==> src/gpio_pkg.sv <==
/*
  Package for the four pin general purpose port: register offsets, field
  widths, reset values and the output source selector encoding.
  Assumes an 8-bit register port with offsets given as plain indices.
*/
package gpio_pkg;
  localparam int          NUM_PINS     = 4;
  localparam int          NUM_OUT_PINS = 3;
  localparam int          ADDR_W       = 4;
  localparam int          DATA_W       = 8;
  localparam int          SYNC_STAGES  = 2;

  localparam logic [3:0] OFF_PORT_PIN_LEVELS   = 4'h0;
  localparam logic [3:0] OFF_DIRECTION_CONTROL = 4'h1;
  localparam logic [3:0] OFF_OUTPUT_LATCH      = 4'h2;
  localparam logic [3:0] OFF_ANALOG_SELECT     = 4'h3;
  localparam logic [3:0] OFF_PULLUP_ENABLE     = 4'h4;
  localparam logic [3:0] OFF_OPTION_CONFIG     = 4'h5;
  localparam logic [3:0] OFF_PERIPH_ENABLE     = 4'h6;

  localparam logic [2:0] RST_DIRECTION     = 3'h7;
  localparam logic [2:0] RST_OUTPUT_LATCH  = 3'h0;
  localparam logic [2:0] RST_ANALOG_SELECT = 3'h7;
  localparam logic [3:0] RST_PULLUP_ENABLE = 4'hF;
  localparam logic       RST_GLOBAL_PU_DIS = 1'b1;
  localparam logic [7:0] RST_PERIPH_ENABLE = 8'h00;

  localparam int          GLOBAL_PU_DIS_BIT = 7;
  localparam int          DIR_BIT3_ONE      = 3;
  localparam int          PERIPH_W          = 8;

  // peripheral enable bit positions in the periph enable register
  localparam int          PE_SERIAL_DATA = 0;
  localparam int          PE_WAVE_A      = 1;
  localparam int          PE_PULSE_ONE   = 2;
  localparam int          PE_WAVE_B      = 3;
  localparam int          PE_PULSE_TWO   = 4;
  localparam int          PE_LOGIC_CELL  = 5;
  localparam int          PE_NUMERIC_OSC = 6;
  localparam int          PE_CLOCK_REF   = 7;
endpackage : gpio_pkg

==> src/pin_sync_if.sv <==
/*
  Interface carrying raw pin levels into the synchroniser and the
  synchronised levels back out to the port core.
  Assumes a single clock domain on the consumer side.
*/
`timescale 1ns/1ps
interface pin_sync_if #(parameter int W = 4);
  logic [W-1:0] raw;
  logic [W-1:0] synced;
  modport src (output raw, input synced);
  modport dst (input raw, output synced);
endinterface : pin_sync_if

==> src/pin_sync.sv <==
/*
  Two stage synchroniser for the port pin levels.
  Assumes pin inputs may change at any time relative to clk.
*/
`timescale 1ns/1ps
module pin_sync #(
  parameter int W = 4
) (
  // clock and reset
  input  wire logic clk,
  input  wire logic rst_b,
  // pin levels
  pin_sync_if.dst   sif
);
  typedef struct packed {
    logic [W-1:0] meta;
    logic [W-1:0] stable;
  } sync_state_t;

  sync_state_t state_ff;
  sync_state_t nxt_state;

  always_comb begin
    nxt_state        = state_ff;
    nxt_state.meta   = sif.raw;
    nxt_state.stable = state_ff.meta;
  end

  always_ff @(posedge clk or negedge rst_b) begin
    if (!rst_b) begin
      state_ff <= '0;
    end else begin
      state_ff <= nxt_state;
    end
  end

  assign sif.synced = state_ff.stable;
endmodule : pin_sync

==> src/gpio_port.sv <==
/*
  Four pin general purpose port: direction, output latch, pin level read,
  analog select masking, weak pull-up control and a fixed priority output
  multiplexer for on-chip peripherals.
  Assumes a register port whose strobes are one cycle wide and never both
  high; pin inputs may be asynchronous and are synchronised here.
*/
// Our own choices: the placing of the registers and the strobed register port.
// Functional notes
// - a write to the pin register updates the output latch like a latch write.
// - latch register reads stored values; pin register reads sampled pin levels.
// - direction bit 1 disables the driver; 0 drives the selected output value.
// - pin register writes are read-modify-write into the output latch; here all three latch bits take the write data directly.
// - direction bits still control drivers on analog pins.
// - analog pins read as zero through the pin register.
// - per pin pull-up enable; pull-up off whenever a pin is an output.
// - the global pull-up disable bit is set at reset, so all pull-ups start off.
// - analog select disables the pin's digital input buffer.
// - analog select never affects digital output drive.
// - analog select bits reset to analog; software clears them for digital use.
// - with several sources enabled, the highest priority source owns the pin.
// - fixed per pin source priority table, pin3 has no output.
// - peripheral outputs may drive pins that are in analog mode.
// - an enabled peripheral displaces the latch, the pin stays readable.
// - pin register bits 7-4 read zero; pin3 is read-only.
// - pull-up active only with its enable set and global disable clear.
`timescale 1ns/1ps
module gpio_port
  import gpio_pkg::*;
(
  // clock and reset
  input  wire logic                          clk,
  input  wire logic                          rst_b,
  // register port
  input  wire logic [gpio_pkg::ADDR_W-1:0]   reg_addr,
  input  wire logic [gpio_pkg::DATA_W-1:0]   reg_wdata,
  input  wire logic                          reg_wr,
  input  wire logic                          reg_rd,
  output logic      [gpio_pkg::DATA_W-1:0]   reg_rdata,
  // peripheral output values
  input  wire logic                          serial_program_data,
  input  wire logic                          waveform_generator_a,
  input  wire logic                          pulse_modulator_one,
  input  wire logic                          waveform_generator_b,
  input  wire logic                          pulse_modulator_two,
  input  wire logic                          logic_cell,
  input  wire logic                          numeric_oscillator,
  input  wire logic                          clock_reference_out,
  // pins
  input  wire logic [gpio_pkg::NUM_PINS-1:0] pin_in,
  output logic      [gpio_pkg::NUM_OUT_PINS-1:0] pin_out,
  output logic      [gpio_pkg::NUM_OUT_PINS-1:0] pin_oe,
  output logic      [gpio_pkg::NUM_PINS-1:0] pin_pullup_en,
  output logic      [gpio_pkg::NUM_OUT_PINS-1:0] pin_dig_in_en
);
  import gpio_pkg::*;

  typedef struct packed {
    logic [NUM_OUT_PINS-1:0] direction_control;
    logic [NUM_OUT_PINS-1:0] output_latch;
    logic [NUM_OUT_PINS-1:0] analog_select;
    logic [NUM_PINS-1:0]     pullup_enable;
    logic                    global_pullup_disable;
    logic [PERIPH_W-1:0]     periph_enable;
    logic [DATA_W-1:0]       rdata;
    logic [NUM_OUT_PINS-1:0] out;
    logic [NUM_OUT_PINS-1:0] oe;
    logic [NUM_PINS-1:0]     pu;
    logic [NUM_OUT_PINS-1:0] din_en;
  } port_state_t;

  port_state_t state_ff;
  port_state_t nxt_state;

  logic [NUM_PINS-1:0]     pin_levels;
  logic [NUM_PINS-1:0]     pin_view;
  logic [NUM_OUT_PINS-1:0] src_val;
  logic [NUM_OUT_PINS-1:0] periph_owns;
  logic [NUM_OUT_PINS-1:0] periph_val;
  logic [NUM_PINS-1:0]     is_output;

  pin_sync_if #(.W(NUM_PINS)) sif ();

  assign sif.raw = pin_in;

  // two flops keep metastability away from software reads
  pin_sync #(.W(NUM_PINS)) u_sync (
    .clk   (clk),
    .rst_b (rst_b),
    .sif   (sif)
  );

  assign pin_levels = sif.synced;

  // analog pins read zero; pin3 has no analog select and is always digital
  always_comb begin
    pin_view    = pin_levels & {1'b1, ~state_ff.analog_select};
    pin_view[3] = pin_levels[3];
  end

  // fixed priority output multiplexer, analog select plays no part here
  always_comb begin
    periph_owns = '0;
    periph_val  = '0;
    // pin0
    if (state_ff.periph_enable[PE_SERIAL_DATA]) begin
      periph_owns[0] = 1'b1;
      periph_val[0]  = serial_program_data;
    end else if (state_ff.periph_enable[PE_WAVE_A]) begin
      periph_owns[0] = 1'b1;
      periph_val[0]  = waveform_generator_a;
    end else if (state_ff.periph_enable[PE_PULSE_ONE]) begin
      periph_owns[0] = 1'b1;
      periph_val[0]  = pulse_modulator_one;
    end
    // pin1
    if (state_ff.periph_enable[PE_WAVE_B]) begin
      periph_owns[1] = 1'b1;
      periph_val[1]  = waveform_generator_b;
    end else if (state_ff.periph_enable[PE_PULSE_TWO]) begin
      periph_owns[1] = 1'b1;
      periph_val[1]  = pulse_modulator_two;
    end else if (state_ff.periph_enable[PE_LOGIC_CELL]) begin
      periph_owns[1] = 1'b1;
      periph_val[1]  = logic_cell;
    end
    // pin2
    if (state_ff.periph_enable[PE_NUMERIC_OSC]) begin
      periph_owns[2] = 1'b1;
      periph_val[2]  = numeric_oscillator;
    end else if (state_ff.periph_enable[PE_CLOCK_REF]) begin
      periph_owns[2] = 1'b1;
      periph_val[2]  = clock_reference_out;
    end
    // the latch only reaches a pin that no peripheral has claimed
    src_val = (periph_val & periph_owns) | (state_ff.output_latch & ~periph_owns);
  end

  // pin3 never drives, so it never counts as an output
  assign is_output = {1'b0, ~state_ff.direction_control};

  always_comb begin
    nxt_state = state_ff;

    // register writes
    if (reg_wr) begin
      if (reg_addr == OFF_PORT_PIN_LEVELS) begin
        // all three latch bits take the written data, no pin value is read back
        nxt_state.output_latch = reg_wdata[NUM_OUT_PINS-1:0];
      end else if (reg_addr == OFF_OUTPUT_LATCH) begin
        nxt_state.output_latch = reg_wdata[NUM_OUT_PINS-1:0];
      end else if (reg_addr == OFF_DIRECTION_CONTROL) begin
        nxt_state.direction_control = reg_wdata[NUM_OUT_PINS-1:0];
      end else if (reg_addr == OFF_ANALOG_SELECT) begin
        nxt_state.analog_select = reg_wdata[NUM_OUT_PINS-1:0];
      end else if (reg_addr == OFF_PULLUP_ENABLE) begin
        nxt_state.pullup_enable = reg_wdata[NUM_PINS-1:0];
      end else if (reg_addr == OFF_OPTION_CONFIG) begin
        nxt_state.global_pullup_disable = reg_wdata[GLOBAL_PU_DIS_BIT];
      end else if (reg_addr == OFF_PERIPH_ENABLE) begin
        nxt_state.periph_enable = reg_wdata;
      end
    end

    // register reads, data valid the cycle after the strobe only
    nxt_state.rdata = '0;
    if (reg_rd) begin
      if (reg_addr == OFF_PORT_PIN_LEVELS) begin
        nxt_state.rdata = {4'h0, pin_view};
      end else if (reg_addr == OFF_OUTPUT_LATCH) begin
        nxt_state.rdata = {5'h00, state_ff.output_latch};
      end else if (reg_addr == OFF_DIRECTION_CONTROL) begin
        nxt_state.rdata = {5'h01, state_ff.direction_control};
      end else if (reg_addr == OFF_ANALOG_SELECT) begin
        nxt_state.rdata = {5'h00, state_ff.analog_select};
      end else if (reg_addr == OFF_PULLUP_ENABLE) begin
        nxt_state.rdata = {4'h0, state_ff.pullup_enable};
      end else if (reg_addr == OFF_OPTION_CONFIG) begin
        nxt_state.rdata = {state_ff.global_pullup_disable, 7'h00};
      end else if (reg_addr == OFF_PERIPH_ENABLE) begin
        nxt_state.rdata = state_ff.periph_enable;
      end
    end

    // pin drive: direction alone gates the driver, analog mode does not
    nxt_state.out = src_val;
    nxt_state.oe  = ~state_ff.direction_control;

    // pull-ups
    nxt_state.pu = state_ff.pullup_enable & ~is_output
                   & {NUM_PINS{~state_ff.global_pullup_disable}};

    // digital input buffer enable
    nxt_state.din_en = ~state_ff.analog_select;
  end

  always_ff @(posedge clk or negedge rst_b) begin
    if (!rst_b) begin
      state_ff                       <= '0;
      state_ff.direction_control     <= RST_DIRECTION;
      state_ff.output_latch          <= RST_OUTPUT_LATCH;
      state_ff.analog_select         <= RST_ANALOG_SELECT;
      state_ff.pullup_enable         <= RST_PULLUP_ENABLE;
      state_ff.global_pullup_disable <= RST_GLOBAL_PU_DIS;
      state_ff.periph_enable         <= RST_PERIPH_ENABLE;
    end else begin
      state_ff <= nxt_state;
    end
  end

  assign reg_rdata     = state_ff.rdata;
  assign pin_out       = state_ff.out;
  assign pin_oe        = state_ff.oe;
  assign pin_pullup_en = state_ff.pu;
  assign pin_dig_in_en = state_ff.din_en;
endmodule : gpio_port

==> config.mk <==
export PLATFORM = sky130hd
export DESIGN_NAME = gpio_port
export DESIGN_NICKNAME = d
export VERILOG_FILES = /design/src/gpio_pkg.sv /design/src/pin_sync_if.sv /design/src/pin_sync.sv /design/src/gpio_port.sv
export SDC_FILE = /design/constraint.sdc
export NUM_CORES = 1
export LEC_CHECK = 0
export ABC_AREA = 0
export ABC_CLOCK_PERIOD_IN_PS = 1400
export BUFFER_PORTS_ARGS = -buffer_cell sky130_fd_sc_hd__buf_4
export CAP_MARGIN = 30
export CORE_MARGIN = 2
export CORE_UTILIZATION = 40
export CTS_CLUSTER_SIZE = 25
export DETAILED_ROUTE_END_ITERATION = 7
export SLEW_MARGIN = 20
export SYNTH_ARGS = -nofsm -noshare
export SYNTH_HDL_FRONTEND = slang
export SYNTH_SLANG_ARGS = --single-unit
==> constraint.sdc <==
create_clock -name clk -period 1.4 [get_ports clk]
set_input_delay 0.28 -clock clk [delete_from_list [all_inputs] [get_ports clk]]
set_output_delay 0.28 -clock clk [all_outputs]
set_load 0.01 [all_outputs]
# == Yosys cells after proc, flatten, opt, wreduce, memory -nomap -nowiden ==
# Index checks and enable logic that the tools add are counted.
# classes
eq_ne,6
muxes,26
n_bitwise,17
n_reduce_logical,8
# op_table
operator,count
$mux 8,8
$mux 1,16
$eq 4x3->1 const B,3
$and 3x3->3,3
$not 3->3,3
$and 4x4->4,2
$eq 4x2->1 const B,2
$reduce_and 8->1,1
$not 1->1,7
$reduce_and 7->1,1
$mux 3,2
$reduce_and 6->1,1
$reduce_and 5->1,1
$eq 4x1->1 const B,1
$logic_not 4->1,1
$not 3->4,1
$reduce_and 4->1,1
$or 3x3->3,1
$reduce_and 2->1,1
$reduce_bool 2->1,1
# word_totals
reg_bits,51
output_inout_bits,21

# == Logic depth before layout (Yosys ltp) ==
# Gate-level depths: netlist of the first run.
# depth
word_depth,9
mapped_depth,4
ltp_nobuf,3

# == Cells and area by module ==
# Synthesis of the first run repeated with hierarchy kept, for this count alone.
# unflattened
cells_unflattened,181
hier_area_um2,2182.1
# modules_own_cells
mod,instances,cells_per_inst,area_each_um2,seq_area_each_um2
gpio_port,1,173,1981.9,1089.8
pin_sync,1,8,200.2,200.2

# == Worst setup path before layout of the first run ==
# Ideal clock, no wire load.
# synth_path
kind,in2reg
from,in reg_addr[3] (netlist bit)
to,reg state_ff[30] (netlist bit)
setup_ps,82
arrival_time_ps,1209
required_time_ps,1318
slack_ps,109
stages,4
n_path_buf,1
path_cell_list,buf_6 -> nand3b_4 -> or3_4 -> mux2_4
# synth_between
elab_chain_cells,3
# synth_lines
element,line,rtl
from (decl),gpio_port.sv:35,"input wire logic [gpio_pkg::ADDR_W-1:0] reg_addr,"
"$eq 4x2->1, or another cell as far along",gpio_port.sv:154,end else if (reg_addr == OFF_ANALOG_SELECT) begin
$not 1->1 (no line),--,
$reduce_and 6->1 (no line) (*),--,
to (signal assigned),gpio_port.sv:207,state_ff <= nxt_state;
to (decl),gpio_port.sv:72,port_state_t state_ff;
# Every way passes the cells marked *; elsewhere a longest branch is shown, timed or not.
# A chain may end at the register's enable or synchronous reset.

==> metrics.md, run 1 <==
| Metric | Value |
|---|---|
| Unrepaired setup endpoints after global routing | false |
| Cell Area, Placed | 0.00253 mm2 |
| Gr ovfl total | 0 |
| Fin cells | 279 |
| Placed cell count | around 270 |
| Ant diodes | 0 |
| Crit path DAT | about 1.4 ns |
| CTS tree | yes |
| Worst hold margin | -0.0208 ns |
| I/O pin cnt | 49 |
| PwrDens | 1350 mW/mm2 |
| Post-CTS Resized | 0 |
| Clock Skew | 0.00541 ns |
| Outcome | finished with violations |
| Area grow syn2layout | 18.0% |
| FP Rows | 27 |
| Tcrit/Tclk final | 86.1% |
| Yosys warning total | 0 |
| Clock root buffer | clkbuf_8 |
| Critical path fanouts, max | 3 |
| Syn nets | slightly below 200 |
| Critical Path RT | 1.60 ns |
| Post-Place Worst Slack | -0.0554 ns |
| Vias per inst | 4.72 |
| Fill cells | 494 |
| Post-route ant nets | 0 |
| Num CTS Buffers | 5 |
| # Post-CTS Setup Buffers | 0 |
| CTS sink cnt | roughly 50 |
| Synth cell types | 34 |
| DIE WIDTH | roughly 80 um |
| Final Net Count | between 200 and 250 |
| Slew Limit Fails | 0 |
| Placeable core region | 0.00544 mm2 |
| # setup viols final | 0 |
| Layout cells sized above 1 | 48.3% |
| Slack of the critical path | 0.194 ns |
| Failing checks | hold timing |
| Hold buffer count at CTS | 0 |
| Initial Utilization | 41.1% |
| Synth Register Bits | 51 |
| Compound-Gate Fraction of Synth Area | 5.04% |
| FMAX | 0.830 GHz |
| Post-Route WL | 4.04 mm |
| Routed vias | 1316 |
| GRT Total Usage | 14.2% |
| Maximum VDD drop | ~0.55 mV |
| Post-Synth XOR/XNOR Area | 0% |
| Register area share after synthesis | 57.8% |
| Reg clk slew, reported paths | around 0.090 ns |
| Vias in the first global route | 1375 |
| Startpoint Class | flip-flop |
| Multiplexer area fraction after synthesis | 16.5% |
| CP Class | flip-flop to flip-flop |
| Fin crit period | approximately 1.2 ns |
| IO Port Bufs | 48 |
| Largest family of logic cells by synthesized area | multiplexers |
| Cells after synthesis | roughly 170 |
| Max_slew headroom | 59.6% |
| Initial antenna violation count | 0 |
| First-pass GRT wire length | 6.67 mm |
| Most common cell after layout, fill and taps aside | buf_4 |
| Fin. Hold Viols | 25 |
| Setup TNS | 0 ns |
| Die Y | ~79 um |
| Max-Cap Viols | 0 |
| Most frequent cells in the layout | buf_4 (53), dfrtp_1 (40), mux2_2 (22) |
| H-tree depth | 2 |
| Avg Cell Area, Syn | 13.1 um2 |
| Cell area after layout | about 0.0026 mm2 |
| Simple-Gate Fraction of Synth Area | 11.0% |
| 1st-iter DRT viols | 45 |
| Drt wl/cell | between 10 and 15 um |
| Synth Cell Area | 0.00223 mm2 |
| Clock buffer depth | 2 |
| Die area | 0.00620 mm2 |
| Leak pwr | 1.24 nW |
| Largest net degree at the start of global routing | 52 |
| Min-delay worst type | primary input to async pin |
| Gpl congestion | 0.841 |
| Insertion delay to the later sink of the worst-skew pair | 0.30 ns |
| TritonRoute pass-1 iters | 4 |
| Worst Tran Pin Value | 0.605 ns |
| Dpl hpwl | 3.06 mm |
| Post-Synth Adder-Cell Area | 0% |
| Post-route DRC | 0 |
| Worst setup EP type | flip-flop |
| Final Power | roughly 3.5 mW |
-- synth_stat cells --
| cell | count | area share (%) |
|---|---|---|
| a211oi_1 | 2 | 0.67 |
| a22oi_1 | 1 | 0.34 |
| a2bb2oi_1 | 1 | 0.39 |
| a32oi_1 | 1 | 0.39 |
| and2_1 | 4 | 1.1 |
| and2b_1 | 1 | 0.34 |
| and3b_1 | 2 | 0.78 |
| and4_1 | 1 | 0.39 |
| buf_2 | 2 | 0.45 |
| buf_4 | 22 | 7.4 |
| buf_6 | 1 | 0.50 |
| dfrtp_1 | 40 | 45 |
| dfstp_2 | 11 | 13 |
| inv_1 | 8 | 1.3 |
| mux2_2 | 22 | 11 |
| mux2_4 | 4 | 2.7 |
| mux2i_1 | 6 | 2.7 |
| nand2_1 | 7 | 1.2 |
| nand2b_1 | 2 | 0.56 |
| nand3_1 | 1 | 0.22 |
| nand3b_4 | 1 | 0.90 |
| nor2_1 | 6 | 1.0 |
| nor2_2 | 1 | 0.28 |
| nor2b_1 | 4 | 1.1 |
| nor3_1 | 2 | 0.45 |
| nor3b_1 | 3 | 1.0 |
| nor4b_1 | 1 | 0.39 |
| nor4bb_1 | 1 | 0.45 |
| o21a_1 | 3 | 1.0 |
| o21ai_0 | 4 | 0.90 |
| o221ai_1 | 2 | 0.78 |
| o22ai_1 | 2 | 0.56 |
| or3_4 | 1 | 0.50 |
| or4_1 | 1 | 0.34 |
-- final timing paths --
| check | start | end | slack [ns] | cells past startpoint |
|---|---|---|---|---|
| max | state_ff[32] | reg_rdata[2] | 0.19 | 3 |
| min | rst_b | u_sync.nxt_state[1] | -0.02 | 1 |
| max reg2reg | state_ff[32] | reg_rdata[2] | 0.19 | 3 |
| min reg2reg | u_sync.nxt_state[3] | u_sync.sif.synced[3] | 0.36 | 0 |
| max in group asynchronous | rst_b | reg_rdata[6] | 1.01 | 1 |
| min in group clk | pin_in[0] | u_sync.nxt_state[0] | 0.08 | 1 |
-- where the power goes --
part,leakage [nW],internal (mW),switching (mW)
clock network,0.0515,0.452,0.457
registers,0.609,1.78,0.189
logic,0.583,0.404,0.265
total,1.24,2.64,0.910
-- critical path, cell delays in order (launching register included) --
cell and delay (ns):
dfstp_2 0.57, mux2i_1 0.09, o21a_1 0.18, a211oi_1 0.27
-- stage by stage --
stage / utilization [%] / hold WS (ns)
2_1_floorplan: - / -0.0156
4_1_cts: 48.4 / 0.00940
3_3_place_gp: 46.6 / 0.323
6_report: 48.4 / -0.0208
3_5_place_dp: 46.6 / 0.334
5_1_grt: 48.4 / 0.0276
-- sequential cells by signal, indices dropped and copies added (netlist names) --
signal / count
u_sync.nxt_state: 4
reg_rdata: 8
u_sync.sif.synced: 4
state_ff: 22
pin_dig_in_en: 3
pin_out: 3
pin_oe: 3
pin_pullup_en: 4
-- cell type report --
type	count	area (um2)	share of cell area [%]
timing repair buffer	53	398	15.1
inverter	8	30.0	1.14
clock buffer	8	100	3.80
sequential	51	1290	49.0
multi-input combinational	87	727	27.6
tap	72	90.1	3.42
-- per-layer routing --
metal	up-vias	global-route usage, %	part of all wire, %	routed length (um)
met5	-	0	0	0
met4	0	5.79	2.0	82
met3	9	3.75	4.9	197
met2	30	23.3	51	2080
met1	642	17.8	42	1680
li1	635	-	-	-
-- cells by family (layout without fill, tap and decap cells) --
group                  after synthesis  in the layout
AO/OA/AOI/OAI                       16             16
buffers and inverters               33             69
flip-flops                          51             51
multiplexers                        32             32
AND/OR/NAND/NOR                     39             39
Note: power is estimated with default switching activity, not from simulation.
==> run 2: changes to the inputs <==
--- a/config.mk
+++ b/config.mk
@@ -13,6 +13,7 @@
 export CORE_UTILIZATION = 40
 export CTS_CLUSTER_SIZE = 25
 export DETAILED_ROUTE_END_ITERATION = 7
+export HOLD_SLACK_MARGIN = 0.08
 export SLEW_MARGIN = 20
 export SYNTH_ARGS = -nofsm -noshare
 export SYNTH_HDL_FRONTEND = slang
==> run 2 against run 1 <==
Net effect:
- the run now ends clean
- clock-buffer cell count stayed put
- first-iteration DRC count rose by 20%
- sequential cell count unchanged
- design area up 1.9%
- combinational power up 2%
- global-route usage is 0.20 points higher
- sequential share of layout area shrank 0.91 points
- critical path type unchanged
- largest cell class unchanged
==> metrics.md, run 2 (synthesized netlist as in run 1, its figures left out) <==
| Metric | Value |
|---|---|
| Maximum VDD drop | 0.550 mV (about the same) |
| Post-Route WL | 4.08 mm (+1.0%) |
| Fill cells | 490 (-0.81%) |
| Max-Cap Viols | 0 (unchanged) |
| Dpl hpwl | 3.06 mm (unchanged) |
| Ant diodes | 0 (unchanged) |
| Unrepaired setup endpoints after global routing | false |
| Leak pwr | 1.26 nW (+1.7%) |
| TritonRoute pass-1 iters | 4 (unchanged) |
| Most flops, register | state_ff |
| First-pass GRT wire length | 6.77 mm (+1.4%) |
| CTS tree | yes |
| Critical Path RT | 1.60 ns (about the same) |
| Tcrit/Tclk final | 86.0% (-0.13 points) |
| Max_slew headroom | 59.5% (-0.085 points) |
| GRT Total Usage | 14.4% (+0.20 points) |
| Insertion delay to the later sink of the worst-skew pair | 0.30 ns (about the same) |
| Vias in the first global route | 1404 (+2.1%) |
| Outcome | finished, final reports clean |
| # Post-CTS Setup Buffers | 0 (unchanged) |
| Clock Skew | 0.00541 ns (unchanged) |
| Number of flip-flops in the largest register | 22 (unchanged) |
| Die Y | 78.7 um (unchanged) |
| Most common cell after layout, fill and taps aside | buf_4 |
| Post-CTS Resized | 0 (unchanged) |
| Gpl congestion | 0.841 (unchanged) |
| DIE WIDTH | 78.7 um (unchanged) |
| CP Class | flip-flop to flip-flop |
| Fin. Hold Viols | 0 (-100%) |
| Post-route ant nets | 0 (unchanged) |
| Worst Tran Pin Value | 0.607 ns (+0.00127 ns) |
| Die area | 0.00620 mm2 (unchanged) |
| 1st-iter DRT viols | 54 (+20%) |
| H-tree depth | 2 (unchanged) |
| Gr ovfl total | 0 (unchanged) |
| Min-delay worst type | primary input to flip-flop |
| FMAX | 0.831 GHz (+0.16%) |
| Worst setup EP type | flip-flop |
| Initial Utilization | 41.1% (unchanged) |
| Routed vias | 1344 (+2.1%) |
| I/O pin cnt | 49 (unchanged) |
| IO Port Bufs | 48 (unchanged) |
| Setup TNS | 0 ns (unchanged) |
| Slack of the critical path | 0.196 ns (+0.00189 ns) |
| Area grow syn2layout | 20.2% |
| Vias per inst | 4.73 (+0.33%) |
| Most frequent cells in the layout | buf_4 (53), dfrtp_1 (40), mux2_2 (22) |
| Largest net degree at the start of global routing | 52 (unchanged) |
| Initial antenna violation count | 0 (unchanged) |
| PwrDens | 1330 mW/mm2 (-1.5%) |
| Clock buffer depth | 2 (unchanged) |
| Startpoint Class | flip-flop |
| Post-Place Worst Slack | -0.0554 ns (unchanged) |
| Post-Route Utilization | 49.4% (+0.92 points) |
| Final Power | 3.56 mW (+0.33%) |
| Crit path DAT | 1.40 ns (about the same) |
| Fin crit period | 1.20 ns (-0.00189 ns) |
| Clock root buffer | clkbuf_8 |
| FP Rows | 27 (unchanged) |
| Layout cells sized above 1 | 47.2% (-1.1 points) |
| Post-route DRC | 0 (unchanged) |
| CTS sink cnt | 51 (unchanged) |
| Slew Limit Fails | 0 (unchanged) |
| # setup viols final | 0 (unchanged) |
| Reg clk slew, reported paths | 0.09 ns (about the same) |
| Critical path fanouts, max | 3 (unchanged) |
| Final Net Count | 239 (+2.1%) |
| Drt wl/cell | 14.4 um (-0.74%) |
| Num CTS Buffers | 5 (unchanged) |
| Placeable core region | 0.00544 mm2 (unchanged) |
-- run 2: where the power goes --
group	internal [mW]	leakage [nW]	switching, mW
logic	0.413	0.604	0.267
clock network	0.452	0.0515	0.457
registers	1.78	0.609	0.189
total	2.65	1.26	0.913
-- run 2: area by class of cell --
type                            instances  area [um2]  area share [%]
Sequential cell                        51        1290            48.0
Multi-Input combinational cell         87         727            27.1
Timing Repair Buffer                   58         448            16.7
Clock buffer                            8         100            3.73
Tap cell                               72        90.1            3.36
Inverter                                8        30.0            1.12
-- run 2: timing repair --
| action | in CTS | in global routing |
|---|---|---|
| endpoints found under the hold margin | 44 | 0 |
| hold buffers | 5 | 0 |
| endpoints found under the setup margin | 0 | 0 |
-- run 2: metal layers --
| layer | share of wire [%] | vias to the layer above | track usage, % |
|---|---|---|---|
| li1 | - | 645 | - |
| met1 | 42 | 658 | 17.9 |
| met2 | 51 | 32 | 23.9 |
| met3 | 4.9 | 9 | 3.75 |
| met4 | 2.0 | 0 | 5.79 |
| met5 | 0 | - | 0 |
-- run 2: metrics by stage --
step | std cells | hold slack (ns) | area (um2)
floorplan | 171 | -0.0156 | 2230
global placement | 271 | 0.323 | 2530
detailed placement | 271 | 0.334 | 2530
CTS | 284 | 0.181 | 2690
global route | 284 | 0.188 | 2690
finish | 284 | 0.188 | 2690
-- run 2: worst paths after layout --
kind	depth (start not counted)	slack, ns	end	from
setup / recovery	3	0.20	reg_rdata[2]	state_ff[32]
hold / removal	3	0.19	pin_out[2]	numeric_oscillator
setup reg to reg	3	0.20	reg_rdata[2]	state_ff[32]
hold reg to reg	0	0.36	u_sync.sif.synced[3]	u_sync.nxt_state[3]
max in group asynchronous	2	0.46	reg_rdata[6]	rst_b
min in group asynchronous	2	0.53	u_sync.nxt_state[1]	rst_b
-- run 2: critical path, stage by stage, from the launching register on --
cell      delay, ns
dfstp_2        0.57
mux2i_1        0.09
o21a_1         0.18
a211oi_1       0.27
==> run 3: changes to the inputs <==
--- a/config.mk
+++ b/config.mk
@@ -6,7 +6,7 @@
 export NUM_CORES = 1
 export LEC_CHECK = 0
 export ABC_AREA = 0
-export ABC_CLOCK_PERIOD_IN_PS = 1400
+export ABC_CLOCK_PERIOD_IN_PS = 1300
 export BUFFER_PORTS_ARGS = -buffer_cell sky130_fd_sc_hd__buf_4
 export CAP_MARGIN = 30
 export CORE_MARGIN = 2
==> constraint.sdc (replaced) <==
create_clock -name clk -period 1.3 [get_ports clk]
set_input_delay 0.26 -clock clk [delete_from_list [all_inputs] [get_ports clk]]
set_output_delay 0.26 -clock clk [all_outputs]
set_load 0.01 [all_outputs]
==> run 3 against run 2 <==
Net effect:
- critical endpoint is now reg_rdata[1]
- first-iteration DRC count decreased by 17%
- die area did not move
- worst hold slack worse by 0.0080 ns
- core utilization up 1.0 points
- clock power fell by 8.5%
- non-clock buffer count is 9 higher
- design area grew 2.1%
- combinational power is 14% higher
- largest cell class unchanged
- clock skew down 0.00091 ns
- clock-buffer cell count down 1
- critical path type unchanged
- wire length grew 2.6%
==> metrics.md, run 3 (synthesized netlist as in run 1, its figures left out) <==
| Metric | Value |
|---|---|
| Die area | 0.00620 mm2 (unchanged) |
| Vias in the first global route | 1426 (+1.6%) |
| Min-delay worst type | primary input to flip-flop |
| Fin. Hold Viols | 0 (unchanged) |
| Layout cells sized above 1 | 48.6% (+1.5 points) |
| Dpl hpwl | 3.12 mm (+1.9%) |
| Cell area after layout | 0.00274 mm2 (+2.1%) |
| Vias per inst | 4.68 (-1.0%) |
| Ant diodes | 0 (unchanged) |
| CTS sink cnt | 51 (unchanged) |
| Slew Limit Fails | 0 (unchanged) |
| 1st-iter DRT viols | 45 (-17%) |
| Startpoint Class | flip-flop |
| # setup viols final | 0 (unchanged) |
| TritonRoute pass-1 iters | 4 (unchanged) |
| Fin cells | 292 (+2.8%) |
| H-tree depth | 2 (unchanged) |
| WP buf/inv | 0 (unchanged) |
| Num CTS Buffers | 5 (unchanged) |
| Crit-path cells | mux2i_1 -> o21a_1 -> a211oi_1 |
| Routed vias | 1368 (+1.8%) |
| Post-Route WL | 4.19 mm (+2.6%) |
| Post-CTS Resized | 0 (unchanged) |
| Initial Utilization | 41.1% (unchanged) |
| Die Y | 78.7 um (unchanged) |
| Gpl congestion | 0.888 (+5.7%) |
| Post-route ant nets | 0 (unchanged) |
| Fill cells | 475 (-3.1%) |
| FP Rows | 27 (unchanged) |
| Most common cell after layout, fill and taps aside | buf_4 |
| Worst setup EP type | flip-flop |
| Critical Path Max Stage Delay | 0.56 ns (about the same) |
| FMAX | 0.850 GHz (+2.3%) |
| Area grow syn2layout | 22.7% |
| Placeable core region | 0.00544 mm2 (unchanged) |
| Final Net Count | 248 (+3.8%) |
| GRT Total Usage | 15.1% (+0.75 points) |
| Crit-path leading delay family | flip-flops |
| First-pass GRT wire length | 6.94 mm (+2.6%) |
| Initial antenna violation count | 0 (unchanged) |
| IO Port Bufs | 48 (unchanged) |
| Max_slew headroom | 59.4% (-0.17 points) |
| Placed cell count | 280 (+3.3%) |
| Tcrit/Tclk final | 90.5% (+4.5 points) |
| Worst Tran Pin Value | 0.609 ns (+0.00252 ns) |
| Post-Route Utilization | 50.4% (+1.0 points) |
| Drt wl/cell | 14.3 um (-0.19%) |
| Clock root buffer | clkbuf_8 |
| Maximum VDD drop | 0.548 mV (-0.33%) |
| Most flops, register | state_ff |
| Number of flip-flops in the largest register | 22 (unchanged) |
| Leak pwr | 1.30 nW (+2.5%) |
| PwrDens | 1360 mW/mm2 (+2.3%) |
| Gr ovfl total | 0 (unchanged) |
| Critical Path RT | 1.49 ns (-0.11 ns) |
| Largest net degree at the start of global routing | 52 (unchanged) |
| Fin crit period | 1.18 ns (-0.0276 ns) |
| Cell Area, Placed | 0.00262 mm2 (+3.2%) |
| CP Class | flip-flop to flip-flop |
| Clock Skew | 0.00450 ns (-0.000908 ns) |
| Crit path DAT | 1.37 ns (-0.03 ns) |
| Reg clk slew, reported paths | 0.08 ns (about the same) |
| Slowest cell on the critical path | dfstp_2 |
| Max-Cap Viols | 0 (unchanged) |
| I/O pin cnt | 49 (unchanged) |
| Most frequent cells in the layout | buf_4 (61), dfrtp_1 (40), mux2_2 (22) |
| Clock buffer depth | 2 (unchanged) |
| Insertion delay to the later sink of the worst-skew pair | 0.30 ns (about the same) |
| Unrepaired setup endpoints after global routing | false |
| CTS tree | yes |
| Post-route DRC | 0 (unchanged) |
| DIE WIDTH | 78.7 um (unchanged) |
| Worst hold margin | 0.180 ns (-0.00798 ns) |
| Outcome | finished, final reports clean |
| Critical path fanouts, max | 3 (unchanged) |
-- run 3: stage by stage --
| stage | power, mW | setup WS [ns] | setup TNS [ns] |
|---|---|---|---|
| after CTS | 3.77 | 0.114 | 0 |
| after global placement | 2.89 | -0.0863 | -0.533 |
| after global routing | 3.93 | 0.0222 | 0 |
| after floorplan | 2.63 | 0.0288 | 0 |
| after detailed placement | 2.92 | -0.0746 | -0.609 |
| final | 3.72 | 0.124 | 0 |
-- run 3: worst reg2reg max path, delay by kind of cell, from the launching register on --
| kind | cells | cell delay [ns] |
|---|---|---|
| AO/OA/AOI/OAI | 2 | 0.45 |
| multiplexers | 1 | 0.07 |
| flip-flops | 1 | 0.56 |
-- run 3: final timing paths --
path                                      from                   end  slack, ns  depth (start not counted)
setup / recovery                  state_ff[31]          reg_rdata[1]       0.12                          3
hold / removal              numeric_oscillator            pin_out[2]       0.18                          3
setup reg to reg                  state_ff[31]          reg_rdata[1]       0.12                          3
hold reg to reg            u_sync.nxt_state[0]  u_sync.sif.synced[0]       0.35                          0
max in group asynchronous                rst_b             pin_oe[1]       0.37                          2
min in group asynchronous                rst_b   u_sync.nxt_state[2]       0.51                          2
-- run 3: power breakdown --
part	switching, mW	internal, mW
sequential	0.195	1.92
clock	0.460	0.371
combinational	0.302	0.471
total	0.957	2.76
-- run 3: cell type report --
cell class / instances / area [um2] / area share, %
Clock buffer: 7 / 76.3 / 2.78
Inverter: 8 / 30.0 / 1.10
Multi-Input combinational cell: 87 / 727 / 26.5
Sequential cell: 51 / 1290 / 47.1
Tap cell: 72 / 90.1 / 3.29
Timing Repair Buffer: 67 / 528 / 19.3
-- run 3: repair_timing --
item                      CTS  global route
buffers inserted            0             0
hold endpoints to repair   44             0
hold buffers                5             0
-- run 3: per-layer routing --
metal / share of wire, % / GRT usage [%] / vias up
met1: 43 / 18.7 / 672
met5: 0 / 0 / -
met3: 4.2 / 3.86 / 4
met2: 51 / 25.3 / 33
met4: 1.5 / 6.32 / 0
li1: - / - / 659
